--- src/bcs_cfg.svh ---
/*
 * Constants for the control-flow execution block: program counter steps,
 * status flag bit positions and fixed widths.
 * Assumes it is included by its bare name from the package and the design.
 */
`ifndef BCS_CFG_SVH
`define BCS_CFG_SVH

`define BCS_PC_W 16
`define BCS_OFF_W 12
`define BCS_PC_STEP 16'h0001
`define BCS_SKIP_ONE 16'h0002
`define BCS_SKIP_TWO 16'h0003

`define BCS_FLAG_C 0
`define BCS_FLAG_Z 1
`define BCS_FLAG_N 2
`define BCS_FLAG_V 3
`define BCS_FLAG_S 4
`define BCS_FLAG_H 5
`define BCS_FLAG_T 6
`define BCS_FLAG_I 7

`define BCS_MSB 7
`define BCS_NIB_MSB 3
`define BCS_FLAGS_RST 8'h00
`define BCS_WORD_RST 16'h0000

`endif

--- src/bcs_pkg.sv ---
/*
 * Types shared by the control-flow execution block: operation codes,
 * sequencer states and the packed state record.
 * Assumes bcs_cfg.svh is on the include path.
 */
`include "bcs_cfg.svh"

package bcs_pkg;

   typedef enum logic [4:0] {
      bcs_op_none = 5'h00,
      bcs_op_relative_call = 5'h01,
      bcs_op_indirect_call = 5'h02,
      bcs_op_subroutine_return = 5'h03,
      bcs_op_interrupt_return = 5'h04,
      bcs_op_compare_skip_equal = 5'h05,
      bcs_op_compare_reg = 5'h06,
      bcs_op_compare_with_carry = 5'h07,
      bcs_op_compare_immediate = 5'h08,
      bcs_op_skip_reg_bit_clear = 5'h09,
      bcs_op_skip_reg_bit_set = 5'h0a,
      bcs_op_skip_io_bit_clear = 5'h0b,
      bcs_op_skip_io_bit_set = 5'h0c,
      bcs_op_branch_flag_set = 5'h0d,
      bcs_op_branch_flag_clear = 5'h0e,
      bcs_op_branch_carry_set = 5'h0f,
      bcs_op_branch_same_or_higher = 5'h10,
      bcs_op_relative_jump = 5'h11,
      bcs_op_indirect_jump = 5'h12
   } bcs_op_t;

   typedef enum logic [1:0] {
      bcs_st_idle = 2'h1,
      bcs_st_result = 2'h2
   } bcs_state_t;

   typedef struct packed {
      bcs_op_t op;
      logic [7:0] rd_val;
      logic [7:0] rr_val;
      logic [7:0] imm_val;
      logic [`BCS_OFF_W-1:0] offset;
      logic [2:0] bit_sel;
      logic [7:0] io_val;
      logic next_two_word;
   } bcs_req_t;

   typedef struct packed {
      logic done;
      logic pc_load;
      logic [`BCS_PC_W-1:0] pc_next;
      logic push_en;
      logic [`BCS_PC_W-1:0] push_data;
      logic pop_en;
      logic flags_we;
      logic [7:0] flags;
   } bcs_res_t;

   typedef struct packed {
      bcs_state_t st;
      bcs_res_t res;
   } bcs_core_t;

endpackage

--- src/bcs_exec.sv ---
/*
 * Control-flow execution stage of an 8-bit core: calls, returns, compares,
 * skips and relative branches. One request is taken in the idle state and
 * its result is presented for one cycle on the following edge.
 * Assumes the decoder supplies operands already read from the register
 * file, the addressed I/O register and the stack top, on the same clock.
 */
// Summary of operation
// - Relative call pushes return address, jumps to pc plus k plus one.
// - Indirect call pushes return address, jumps to the Z pointer.
// - Subroutine return pops program counter from stack, flags unchanged.
// - Interrupt return pops program counter and sets global interrupt enable.
// - Compare-skip-equal skips next instruction when both registers match.
// - Register compare subtracts source from destination, updates Z N V C H.
// - Compare with carry also subtracts carry, result discarded, flags updated.
// - Compare immediate subtracts constant, result discarded, flags updated.
// - Skip when the selected working register bit is zero.
// - Skip when the selected working register bit is one, flags untouched.
// - Skip when the selected bit of the read I/O register is zero.
// - Skip when the selected bit of the read I/O register is one.
// - Branch on selected status bit set or clear to pc plus k plus one.
// - Branch if carry set takes the branch only when carry is one.
// - Branch if same or higher takes the branch only when carry is zero.
// - Relative jump loads pc plus k plus one, flags unchanged.
// - Indirect jump loads the Z pointer, no push, flags unchanged.
`include "bcs_cfg.svh"

module bcs_exec (
   // Clock and reset.
   input wire logic clk,
   input wire logic rst,
   // Request from decode.
   input wire logic op_valid,
   input wire bcs_pkg::bcs_req_t req,
   output logic op_ready,
   // Core state read at the request.
   input wire logic [`BCS_PC_W-1:0] pc_in,
   input wire logic [`BCS_PC_W-1:0] z_ptr,
   input wire logic [`BCS_PC_W-1:0] stack_top,
   input wire logic [7:0] status_flags_reg,
   // Result toward program counter, stack and status flags.
   output bcs_pkg::bcs_res_t res
);
   import bcs_pkg::*;

   bcs_core_t q_reg;
   bcs_core_t q_next;
   logic [`BCS_PC_W-1:0] seq_pc;
   logic [`BCS_PC_W-1:0] rel_pc;
   logic [`BCS_PC_W-1:0] skip_pc;
   logic [7:0] cmp_b;
   logic cmp_cin;
   logic cmp_chain;
   logic [7:0] cmp_flags;
   logic take;

   // Offset sign extension lets targets lie before or after the instruction.
   assign seq_pc = pc_in + `BCS_PC_STEP;
   assign rel_pc = seq_pc + {{(`BCS_PC_W-`BCS_OFF_W){req.offset[`BCS_OFF_W-1]}}, req.offset};
   assign skip_pc = pc_in + (req.next_two_word ? `BCS_SKIP_TWO : `BCS_SKIP_ONE);
   assign op_ready = (q_reg.st == bcs_st_idle);
   assign take = op_valid && op_ready;
   assign res = q_reg.res;

   // Subtraction flags; the carry form keeps Z only while the chain stays zero.
   function automatic logic [7:0] sub_flags(input logic [7:0] a, input logic [7:0] b,
                                            input logic cin, input logic chain,
                                            input logic [7:0] fin);
      logic [7:0] r;
      logic [7:0] f;
      r = a - b - {7'h00, cin};
      f = fin;
      f[`BCS_FLAG_H] = (~a[`BCS_NIB_MSB] & b[`BCS_NIB_MSB]) | (b[`BCS_NIB_MSB] & r[`BCS_NIB_MSB])
                       | (r[`BCS_NIB_MSB] & ~a[`BCS_NIB_MSB]);
      f[`BCS_FLAG_C] = (~a[`BCS_MSB] & b[`BCS_MSB]) | (b[`BCS_MSB] & r[`BCS_MSB])
                       | (r[`BCS_MSB] & ~a[`BCS_MSB]);
      f[`BCS_FLAG_V] = (a[`BCS_MSB] & ~b[`BCS_MSB] & ~r[`BCS_MSB])
                       | (~a[`BCS_MSB] & b[`BCS_MSB] & r[`BCS_MSB]);
      f[`BCS_FLAG_N] = r[`BCS_MSB];
      f[`BCS_FLAG_Z] = (r == 8'h00) && (!chain || fin[`BCS_FLAG_Z]);
      return f;
   endfunction

   always_comb begin
      cmp_b = req.rr_val;
      cmp_cin = 1'b0;
      cmp_chain = 1'b0;
      if (req.op == bcs_op_compare_immediate) begin
         cmp_b = req.imm_val;
      end
      if (req.op == bcs_op_compare_with_carry) begin
         cmp_cin = status_flags_reg[`BCS_FLAG_C];
         cmp_chain = 1'b1;
      end
      cmp_flags = sub_flags(req.rd_val, cmp_b, cmp_cin, cmp_chain, status_flags_reg);
   end

   always_comb begin
      q_next = q_reg;
      q_next.res.done = 1'b0;
      q_next.res.pc_load = 1'b0;
      q_next.res.push_en = 1'b0;
      q_next.res.pop_en = 1'b0;
      q_next.res.flags_we = 1'b0;
      case (q_reg.st)
         bcs_st_idle: begin
            if (op_valid) begin
               q_next.st = bcs_st_result;
               q_next.res.done = 1'b1;
               q_next.res.pc_load = 1'b1;
               q_next.res.pc_next = seq_pc;
               q_next.res.flags = status_flags_reg;
               case (req.op)
                  bcs_op_relative_call: begin
                     q_next.res.push_en = 1'b1;
                     q_next.res.push_data = seq_pc;
                     q_next.res.pc_next = rel_pc;
                  end
                  bcs_op_indirect_call: begin
                     q_next.res.push_en = 1'b1;
                     q_next.res.push_data = seq_pc;
                     q_next.res.pc_next = z_ptr;
                  end
                  bcs_op_subroutine_return: begin
                     q_next.res.pop_en = 1'b1;
                     q_next.res.pc_next = stack_top;
                  end
                  bcs_op_interrupt_return: begin
                     q_next.res.pop_en = 1'b1;
                     q_next.res.pc_next = stack_top;
                     q_next.res.flags_we = 1'b1;
                     q_next.res.flags[`BCS_FLAG_I] = 1'b1;
                  end
                  bcs_op_compare_skip_equal: begin
                     if (req.rd_val == req.rr_val) begin
                        q_next.res.pc_next = skip_pc;
                     end
                  end
                  bcs_op_compare_reg, bcs_op_compare_with_carry, bcs_op_compare_immediate: begin
                     q_next.res.flags_we = 1'b1;
                     q_next.res.flags = cmp_flags;
                  end
                  bcs_op_skip_reg_bit_clear: begin
                     if (!req.rr_val[req.bit_sel]) begin
                        q_next.res.pc_next = skip_pc;
                     end
                  end
                  bcs_op_skip_reg_bit_set: begin
                     if (req.rr_val[req.bit_sel]) begin
                        q_next.res.pc_next = skip_pc;
                     end
                  end
                  bcs_op_skip_io_bit_clear: begin
                     if (!req.io_val[req.bit_sel]) begin
                        q_next.res.pc_next = skip_pc;
                     end
                  end
                  bcs_op_skip_io_bit_set: begin
                     if (req.io_val[req.bit_sel]) begin
                        q_next.res.pc_next = skip_pc;
                     end
                  end
                  bcs_op_branch_flag_set: begin
                     if (status_flags_reg[req.bit_sel]) begin
                        q_next.res.pc_next = rel_pc;
                     end
                  end
                  bcs_op_branch_flag_clear: begin
                     if (!status_flags_reg[req.bit_sel]) begin
                        q_next.res.pc_next = rel_pc;
                     end
                  end
                  bcs_op_branch_carry_set: begin
                     if (status_flags_reg[`BCS_FLAG_C]) begin
                        q_next.res.pc_next = rel_pc;
                     end
                  end
                  bcs_op_branch_same_or_higher: begin
                     if (!status_flags_reg[`BCS_FLAG_C]) begin
                        q_next.res.pc_next = rel_pc;
                     end
                  end
                  bcs_op_relative_jump: begin
                     q_next.res.pc_next = rel_pc;
                  end
                  bcs_op_indirect_jump: begin
                     q_next.res.pc_next = z_ptr;
                  end
                  default: begin
                     q_next.res.pc_next = seq_pc;
                  end
               endcase
            end
         end
         bcs_st_result: begin
            q_next.st = bcs_st_idle;
         end
         default: begin
            q_next.st = bcs_st_idle;
         end
      endcase
   end

   always_ff @(posedge clk or posedge rst) begin
      if (rst) begin
         q_reg.st <= bcs_st_idle;
         q_reg.res.done <= 1'b0;
         q_reg.res.pc_load <= 1'b0;
         q_reg.res.pc_next <= `BCS_WORD_RST;
         q_reg.res.push_en <= 1'b0;
         q_reg.res.push_data <= `BCS_WORD_RST;
         q_reg.res.pop_en <= 1'b0;
         q_reg.res.flags_we <= 1'b0;
         q_reg.res.flags <= `BCS_FLAGS_RST;
      end else begin
         q_reg <= q_next;
      end
   end
endmodule

--- config.mk ---
export PLATFORM = sky130hd
export DESIGN_NAME = bcs_exec
export DESIGN_NICKNAME = d
export VERILOG_FILES = /design/src/bcs_pkg.sv /design/src/bcs_exec.sv
export VERILOG_INCLUDE_DIRS = /design/src
export SDC_FILE = /design/constraint.sdc
export NUM_CORES = 1
export LEC_CHECK = 0
export ABC_AREA = 1
export BUFFER_PORTS_ARGS = -buffer_cell sky130_fd_sc_hd__buf_4
export CAP_MARGIN = 15
export CELL_PAD_IN_SITES_DETAIL_PLACEMENT = 1
export CELL_PAD_IN_SITES_GLOBAL_PLACEMENT = 1
export CORE_ASPECT_RATIO = 2
export CORE_UTILIZATION = 38
export DETAILED_ROUTE_END_ITERATION = 10
export PLACE_DENSITY_LB_ADDON = 0.1
export SLEW_MARGIN = 40
export SYNTH_ARGS = -nofsm -noshare
export SYNTH_HDL_FRONTEND = slang
export SYNTH_SLANG_ARGS = --single-unit
--- constraint.sdc ---
create_clock -name clk -period 1.7 [get_ports clk]
set_input_delay 0.085 -clock clk [delete_from_list [all_inputs] [get_ports clk]]
set_output_delay 0.085 -clock clk [all_outputs]
set_load 0.02 [all_outputs]
==> results.md, run 1 <==
- The fraction of the mapped netlist area in compound gates is 12.7%.
- The cell count after synthesis is 1215.
- The portion of synthesized cell area occupied by the leading cell type is 21.3%.
- The first-pass GRT wire length is 84700 um.
- A synthesized cell averages 5.81 sq um.
- During I/O placement, the number of pins put on the boundary was 158.
- The run stopped with a tool error.
- The Yosys step of the flow raised 0 warnings.
- After synthesis, the share of flip-flops with an asynchronous set or reset is 100%.
- The CTS root buffer is clkbuf_16.
- The clock buffer count from CTS is 5.
- The maximum number of buffers from clock root to sink is 2.
- The number of nets in the synthesized netlist is 1365.
- Counting every sink on the clock net gives 46.
- The arithmetic-cell share of the synthesized area counting full adders, half adders and majority gates is 7.06%.
- The initial utilization of the core area, before any placement, comes to 38.7%.
- From bottom edge to top edge, the die measures 195 um.
- After synthesis the cells add up to 7060 sq um.
- The global-route total usage across every layer is 58.9%.
- Among all flip-flop cells after synthesis, the most frequent one is dfrtp_1.
- The initialized floorplan defines 70 standard-cell rows.
- After synthesis, the largest family of logic cells by area is simple AND/OR/NAND/NOR gates.
- The first error in the log reads "[ERROR GRT-0116] Global routing finished with congestion. Check the congestion regions in the DRC Viewer".
- The final weighted congestion in routability-driven placement is 1.04.
- The cell type with the highest aggregate area in the netlist is nand2_1.
- Yosys attributes the largest share of cell area to nand2_1, dfrtp_1, inv_1.
- The leftover overflow at the end of global routing is 33.
- It got as far as global routing and failed there.
- The number of global-route vias before repair was 13.9k.
- The synthesized design contains 0 enable-type register cells.
- The HPWL after detailed placement is 32500 um.
- The horizontal extent of the die is 98.4 um.
- After synthesis, the netlist uses 48 different library cells.
- After Yosys synthesis, XOR and XNOR cells account for 5.20% of the synthesized area.
- The simple-gate share of the synthesized area is 43.2%.
- The H-tree was split into 2 levels.
- For this run, the register share of the synthesized area comes to 16.3%.
- Of the post-synthesis cell area, the part taken by muxes is 0.798%.
- The placed standard-cell area is 10800 sq um.
- The quantity of I/O buffers inserted on ports is 157.
- The synthesized design contains 46 register bits.
- The largest net degree at the start of global routing is 32.
==> stage by stage <==
step                      hold WS (ps)  TNS [ps]  utilization [%]  worst slack [ps]  cells
after global placement             153    -15840             59.2             -1030   1813
after detailed placement           161    -18340             59.2             -1180   1813
after CTS                         43.0     -7340             64.7              -589   1844
after floorplan                    162     -6740                -              -734   1215
==> timing repair <==
action / 4_1_cts
pin swaps: 122
hold buffers: 1
endpoints found under the setup margin: 20
buffers inserted: 24
gates resized for setup: 165
hold endpoints to repair: 19
==> cells by family after synthesis <==
logic type / Yosys count
simple gates: 701
buf+inv: 224
compound gates: 160
flops: 46
xor+xnor: 41
fa+ha+maj: 38
mux: 5
==> routing by layer <==
metal | track usage, % | overflow
met1 | 51.5 | 0
met2 | 89.4 | 16
met3 | 29.2 | 1
met4 | 70.2 | 16
met5 | 3.45 | 0
==> synthesized netlist by cell type, types with 17 or more instances <==
cell type / number
a21oi_1: 45
buf_4: 47
inv_1: 144
nand2_1: 401
ha_1: 35
dfrtp_1: 45
o21ai_0: 63
nand4_1: 18
nand3_1: 97
nor2_1: 117
xor2_1: 27
nand2_2: 17
==> inputs of run 2 (changes only) <==
--- a/config.mk
+++ b/config.mk
@@ -9,12 +9,9 @@
 export ABC_AREA = 1
 export BUFFER_PORTS_ARGS = -buffer_cell sky130_fd_sc_hd__buf_4
 export CAP_MARGIN = 15
-export CELL_PAD_IN_SITES_DETAIL_PLACEMENT = 1
-export CELL_PAD_IN_SITES_GLOBAL_PLACEMENT = 1
-export CORE_ASPECT_RATIO = 2
-export CORE_UTILIZATION = 38
+export CORE_UTILIZATION = 25
 export DETAILED_ROUTE_END_ITERATION = 10
-export PLACE_DENSITY_LB_ADDON = 0.1
+export PLACE_DENSITY_LB_ADDON = 0.15
 export SLEW_MARGIN = 40
 export SYNTH_ARGS = -nofsm -noshare
 export SYNTH_HDL_FRONTEND = slang
==> results.md, run 2 <==
- Dividing the detail-routed wire length by the instance count gives 16.2 um.
- The global-route total usage across every layer is 22.4%.
- The global routing usage on met3 is 3.26%.
- Pin placement for this block handled 158 I/O pins.
- The register with the most flip-flops in the layout has 44 of them.
- After clock tree synthesis, the clock-pin slew on the worst setup and hold paths is 70 ps.
- Counting stages on the worst path, the most repeated cell is nand2_1.
- The clock skew after layout is 4.73 ps.
- The horizontal extent of the die is 170 um.
- The final weighted congestion in routability-driven placement is 0.960.
- From synthesis to final layout, the design area changed by 77.1%.
- Yosys printed 0 warnings.
- The clock sink count is 46.
- No sink is reached through more buffers than the 2 on the longest clock path.
- Data on the critical path is required at its endpoint by 1890 ps.
- The prevailing post-synth register cell is dfrtp_1.
- The critical path contains buffers and inverters numbering 4 combined.
- The tool flagged a number of max-cap violations equal to 0.
- The hold violation total from the final report is 0.
- The count of inserted antenna diode cells is 0.
- The worst slew slack as a fraction of its limit is 58.1%.
- The average vias per placed instance is 4.59.
- The time the worst path needs with I/O delays and setup is 2240 ps.
- After floorplanning, the core was sized to cover 27800 sq um.
- The clock latency at the later pin of the worst-skew pair is 290 ps.
- The leftover overflow at the end of global routing is 0.
- Of all cell types, the one taking the most synthesized area is nand2_1.
- For the pin with the worst max-slew slack, the measured transition is 628 ps.
- TritonCTS built the clock tree.
- The share of cells above drive strength 1 is 46.5%.
- The total setup violations reported at the end of the flow is 19.
- The first-pass GRT wire length is 49500 um.
- The max-slew violation count is 0.
- The post-synthesis async set-or-reset flop share is 100%.
- The number of synthesized register bits is 46.
- The master of the slowest instance on the critical path is fa_2.
- On the final layout, the worst hold slack is 60.8 ps.
- The maximum fanout encountered on the critical timing path is 6.
- Setup slack on the critical path of the routed design comes to -541 ps.
- The routed design has 32800 um of wire.
- The post-layout instance count excluding filler cells is 2020.
- Setup repair after global routing could not meet its margin everywhere.
- The number of enable-type register cells in the synthesized netlist is 0.
- The commonest non-fill, non-tap cell in the layout is buf_4.
- For this run, the top clock speed supported by timing is 446 MHz.
- In this run the static leakage power is 6.55 nW.
- The first-pass detailed-route iteration total is 5.
- The power after layout is 6.79 mW.
- The layer carrying the most global-route usage is met2.
- After synthesis, the largest area contributor takes up 21.3% of total cell area.
- The checks that failed: setup timing.
- The critical path endpoint category is a flip-flop.
- The largest net degree at the start of global routing is 47.
- The count of buffers added on input and output ports is 157.
- Counting buffers and inverters, the worst setup path is 19 cells deep.
- The depth of the worst register-to-register path is 9.
- The clock buffer count from CTS is 5.
- The hold-critical path depth is 2.
- The cell count after synthesis is 1215.
- The mean area per synthesized cell is 5.81 sq um.
- The detailed-placement wirelength estimate is 26700 um.
- The effective utilization at floorplan is 25.4%.
- The initialized floorplan defines 61 standard-cell rows.
- At the worst endpoint, the arrival time is 2430 ps.
- The count of distinct cell types in the synthesized netlist is 48.
- The violation count after the first detailed-route iteration is 701.
- After detailed routing, the number of remaining DRC violations is 0.
- The flow ran to the end, but the final reports show violations.
- The netlist area before placement is 7060 sq um.
- After routing, the total negative slack on setup checks comes to -7040 ps.
- The family with the most delay on the worst path is simple AND/OR/NAND/NOR gates.
- In the finished design, the share of the clock period the worst path needs comes to 132%.
- The power density over the cells is 543 nW/um^2.
- The critical path is of the in -> reg type.
- The clock tree synthesis step divided the H-tree into 2 levels.
- The number of global-route vias before repair is 8814.
- The maximum vdd ir drop is 0.000392 V.
- On the worst path, the slowest cell contributes a delay of 540 ps.
- The part of the Yosys area used for sequential elements is 16.3%.
- The number of nets in the finished design is 1791.
- Including well taps, the total number of placed cells is 1954.
- The met1 usage is 32.1%.
- The signal on the critical path passes through buf_8, inv_6, nand3_4, inv_4, nand2_8, mux2_4, fa_2, inv_2, ha_4, or2_4, nand2_2, a21oi_2, nor2_1, xor2_1, nor2_1, nand4_1, nand2_1, nand2_1, nand2_1.
- Counting instances in the post-synthesis netlist gives the leading cell types as nand2_1, inv_1, nor2_1.
- The number of antenna violations at the first check in global routing was 0.
- From bottom edge to top edge, the die measures 170 um.
- Counting every net in the synthesized netlist gives 1365.
- The met2 track demand over resource is 35.7%.
- The CTS root buffer is clkbuf_16.
- Once layout is complete, the utilization of the core stands at 45.0%.
- The path class of the tightest hold or removal check is in -> reg.
- The via count is 9265.
- The antenna violation net count after detailed routing is 0.
- The top cell types in the final layout, fill and taps aside, are buf_4, nand2_1, inv_1, nor2_1, nand3_1.
- After synthesis, the cell types taking the most area are nand2_1, dfrtp_1, inv_1.
- The total die area is 28900 sq um.
- Yosys instantiated no cell more often than nand2_1.
- STA classifies the critical path startpoint as an input port.
run 2: cell counts after synthesis:
No cell type changed its count.
run 2: per-stage QoR:
stage	setup WS, ps	cell area, sq um
2_1_floorplan	-734	7540
3_3_place_gp	-963	10800
3_5_place_dp	-996	10800
4_1_cts	-523	12000
5_1_grt	-695	12500
6_report	-541	12500
run 2: layout make-up:
| type | instances | area [sq um] |
|---|---|---|
| inverter | 161 | 639 |
| clock inverter | 3 | 21.3 |
| multi-input combinational | 945 | 6220 |
| sequential | 46 | 1150 |
| tap | 378 | 473 |
| clock buffer | 5 | 125 |
| fill | 2927 | 15300 |
| timing repair buffer | 482 | 3860 |
run 2: layer usage:
metal	wire length [um]	share of wire [%]	vias to the layer above
met4	264	0.81	0
met3	1660	5.1	17
li1	-	-	4689
met2	14600	45	252
met5	0	0	-
met1	16300	50	4307
run 2: cell families (layout without fill, tap and decap cells):
logic type / count (synthesis) / in the layout / share of synthesized area, %
AOI/OAI and AO/OA: 160 / 160 / 12.7
xor gates and xnor gates: 41 / 41 / 5.20
adders and majority gates: 38 / 38 / 7.06
buffers and inverters: 224 / 651 / 14.7
DFF: 46 / 46 / 16.3
muxes: 5 / 5 / 0.798
and+or+nand+nor: 701 / 701 / 43.2
run 2: final timing paths:
| check | endpoint | slack, ps | start |
|---|---|---|---|
| min in group asynchronous | res[4] | 500 | rst |
| worst min register to register | res[36] | 470 | res[36] |
| worst max-delay path | res[1] | -540 | req[50] |
| max in group asynchronous | res[34] | 740 | rst |
| worst min-delay path | q_reg[45] | 60 | op_valid |
| worst max register to register | res[28] | 200 | q_reg[45] |
run 2: repair_timing:
action	CTS	global route
buffers inserted	48	17
gates resized for setup	155	100
setup endpoints to repair	21	28
pin swaps	138	136
endpoints found under the hold margin	40	0
hold buffers	1	0
run 2: power by group:
group	switching, mW	internal [mW]	total [mW]
Combinational	2.29	2.00	4.29
Sequential	0.154	1.35	1.51
Clock	0.446	0.546	0.992
Total	2.89	3.90	6.79
(Power assumes the default switching activity.)
==> inputs of run 3 (changes only) <==
--- a/config.mk
+++ b/config.mk
@@ -7,8 +7,7 @@
 export NUM_CORES = 1
 export LEC_CHECK = 0
 export ABC_AREA = 1
-export BUFFER_PORTS_ARGS = -buffer_cell sky130_fd_sc_hd__buf_4
-export CAP_MARGIN = 15
+export BUFFER_PORTS_ARGS = -buffer_cell sky130_fd_sc_hd__buf_2
 export CORE_UTILIZATION = 25
 export DETAILED_ROUTE_END_ITERATION = 10
 export PLACE_DENSITY_LB_ADDON = 0.15
==> results.md, run 3 (synthesized netlist as in run 2, its figures left out) <==
- The run finished, with violations left.
- The checks that failed: setup timing.
- Setup slack on the critical path of the routed design comes to -681 ps.
- The max-slew violation count came to 0.
- The master of the slowest instance on the critical path is fa_2.
- For the worst setup path, the data required time is 1890 ps.
- On the critical path the largest part of the delay comes from simple AND/OR/NAND/NOR gates.
- The maximum number of buffers from clock root to sink is 2.
- The clock skew after layout is 3.72 ps.
- Together, buffers and inverters on the worst path number 4.
- The clock buffer count from CTS is 5.
- The reported max-cap violation count is 0.
- The I/O pin total is 158.
- Setup violations remaining at the end of the flow were counted as 19.
- In this run the tightest slew margin relative to its limit is 72.1%.
- Setup repair after global routing could not meet its margin everywhere.
- Relative to the synthesized area, the layout overhead comes to 71.1%.
- The violation count after the first detailed-route iteration is 585.
- The number of global-route vias before repair is 8728.
- In this run the vertical extent of the chip is 170 um.
- The DRC violations left is 0.
- The placement row count is 61.
- The summed area of non-filler cells in the final layout is 12100 sq um.
- Leaving out fill and tap cells, the most frequent cells in the layout are nand2_1, buf_4, buf_2, inv_1, nor2_1.
- STA classifies the critical path startpoint as an input port.
- The routed design could run at a clock period as short as 2380 ps.
- The largest net degree at the start of global routing is 47.
- Derived from the worst setup path, the maximum achievable clock frequency is 420 MHz.
- The number of nets in the finished design is 1788.
- In this design, the stage delay of the slowest critical-path cell is 600 ps.
- The leftover overflow at the end of global routing is 0.
- In this run the remaining antenna-violating nets after routing total 0.
- The first global-routing pass estimated 49000 um of wire.
- The floorplan core area is 27800 sq um.
- The wire length per cell is 16.0 um.
- The worst setup path is captured at a flip-flop.
- The number of levels in the clock H-tree is 2.
- At the pin with the least slew margin, the transition time is 418 ps.
- TritonCTS built the clock tree.
- The first detailed-routing pass took 5 iterations.
- The number of antenna violations at the first check in global routing is 0.
- The via count is 9149.
- The clock-pin transition on the worst setup and hold timing paths is 70 ps.
- The placed standard-cell area is 10500 sq um.
- Using the TritonRoute via totals, the vias-per-cell ratio works out to 4.53.
- The critical path goes through buf_2, inv_4, nand2_2, inv_2, nand2_8, mux2_4, fa_2, inv_2, ha_4, or2_4, nand2_2, a21oi_2, nor2_1, xor2_1, nor2_1, nand4_1, nand2_1, nand2_1, nand2_1.
- The detailed-placement wirelength estimate is 26500 um.
- The total detailed-routing wirelength is 32300 um.
- The number of flip-flops under the largest register name is 44.
- The quantity of I/O buffers inserted on ports is 157.
- The CTS root buffer is clkbuf_16.
- The category of the most critical setup path is in -> reg.
- Global routing used 22.2% of the available tracks across all layers.
- The leakage power is 6.43 nW.
- The floorplan step defined a die boundary enclosing 28900 sq um.
- The horizontal extent of the die is 170 um.
- Across the VDD grid, the largest voltage drop is 0.000352 V.
- The effective utilization at floorplan is 25.4%.
- The library cell used most frequently in the layout, excluding fill and tap cells, is nand2_1.
- The maximum fanout encountered on the critical timing path is 6.
- The hold violation total from the final report came to 0.
- Data arrives at the worst endpoint at 2570 ps.
- The worst hold path class is in -> reg.
- The most numerous cell type found on the critical path is nand2_1.
- Clock latency on the worst-skew pair, taken at its later pin, is 300 ps.
- The clock sink count is 46.
- The final weighted congestion in routability-driven placement is 1.01.
- Across all hold checks on the routed design, the worst slack comes to 130 ps.
- Of the cells placed in the final design, the portion with a size suffix greater than 1 is 46.2%.
- The post-route fraction of the period consumed by the critical path is 140%.
- The power density over the cells is 536 nW/um^2.
[run 3: repair_timing]
item / 4_1_cts / 5_1_grt
gates cloned: 0 / 2
endpoints found under the hold margin: 45 / 0
gates resized for setup: 154 / 103
buffers inserted: 31 / 16
hold buffers: 1 / 0
pin swaps: 112 / 110
setup endpoints to repair: 21 / 22
[run 3: layout make-up]
cell class,count,area [sq um]
fillers,3012,15700
multi-input cells,947,6190
repair buffers,477,3470
flip-flops and latches,46,1150
inverters,161,634
well taps,378,473
clock buffers,5,125
clock inverters,3,21.3
diodes,1,2.50
[run 3: routing by layer]
metal / routed length [um] / GRT usage, % / up-vias
met2: 14700 / 36.0 / 216
li1: - / - / 4695
met4: 273 / 3.80 / 0
met5: 0 / 0 / -
met1: 15900 / 32.2 / 4222
met3: 1490 / 1.79 / 16
[run 3: through the flow]
step / instances / TNS [ps] / setup WS [ps] / power [mW] / utilization [%]
2_1_floorplan: 1215 / -6740 / -734 / 3.68 / -
3_3_place_gp: 1962 / -17000 / -1050 / 4.86 / 37.8
3_5_place_dp: 1962 / -17810 / -1080 / 4.87 / 37.8
4_1_cts: 2000 / -6080 / -609 / 6.27 / 41.6
5_1_grt: 2017 / -9110 / -773 / 6.92 / 43.5
6_report: 2018 / -6690 / -681 / 6.48 / 43.5
[run 3: power breakdown]
part / internal, mW / leakage, nW / switching, mW / total, mW
clock: 0.546 / 0.0698 / 0.459 / 1.00
combinational: 1.73 / 5.78 / 2.24 / 3.97
sequential: 1.35 / 0.580 / 0.144 / 1.50
total: 3.63 / 6.43 / 2.84 / 6.48
[run 3: worst paths after layout]
path	from	slack (ps)	depth (start not counted)	to
min	status_flags_reg[5]	130	4	res[5]
max in group asynchronous	rst	1060	4	q_reg[45]
min reg2reg	res[38]	470	2	res[38]
min in group asynchronous	rst	370	4	res[44]
max reg2reg	q_reg[45]	230	7	res[25]
max	req[48]	-680	19	res[1]
[run 3: worst register-to-register path, stage by stage (launching register included)]
cell     delay, ps
dfstp_2        520
inv_1           40
nor2_2          80
nand2_1        110
nor3_2         200
inv_1           90
buf_12         160
o21ai_0        190
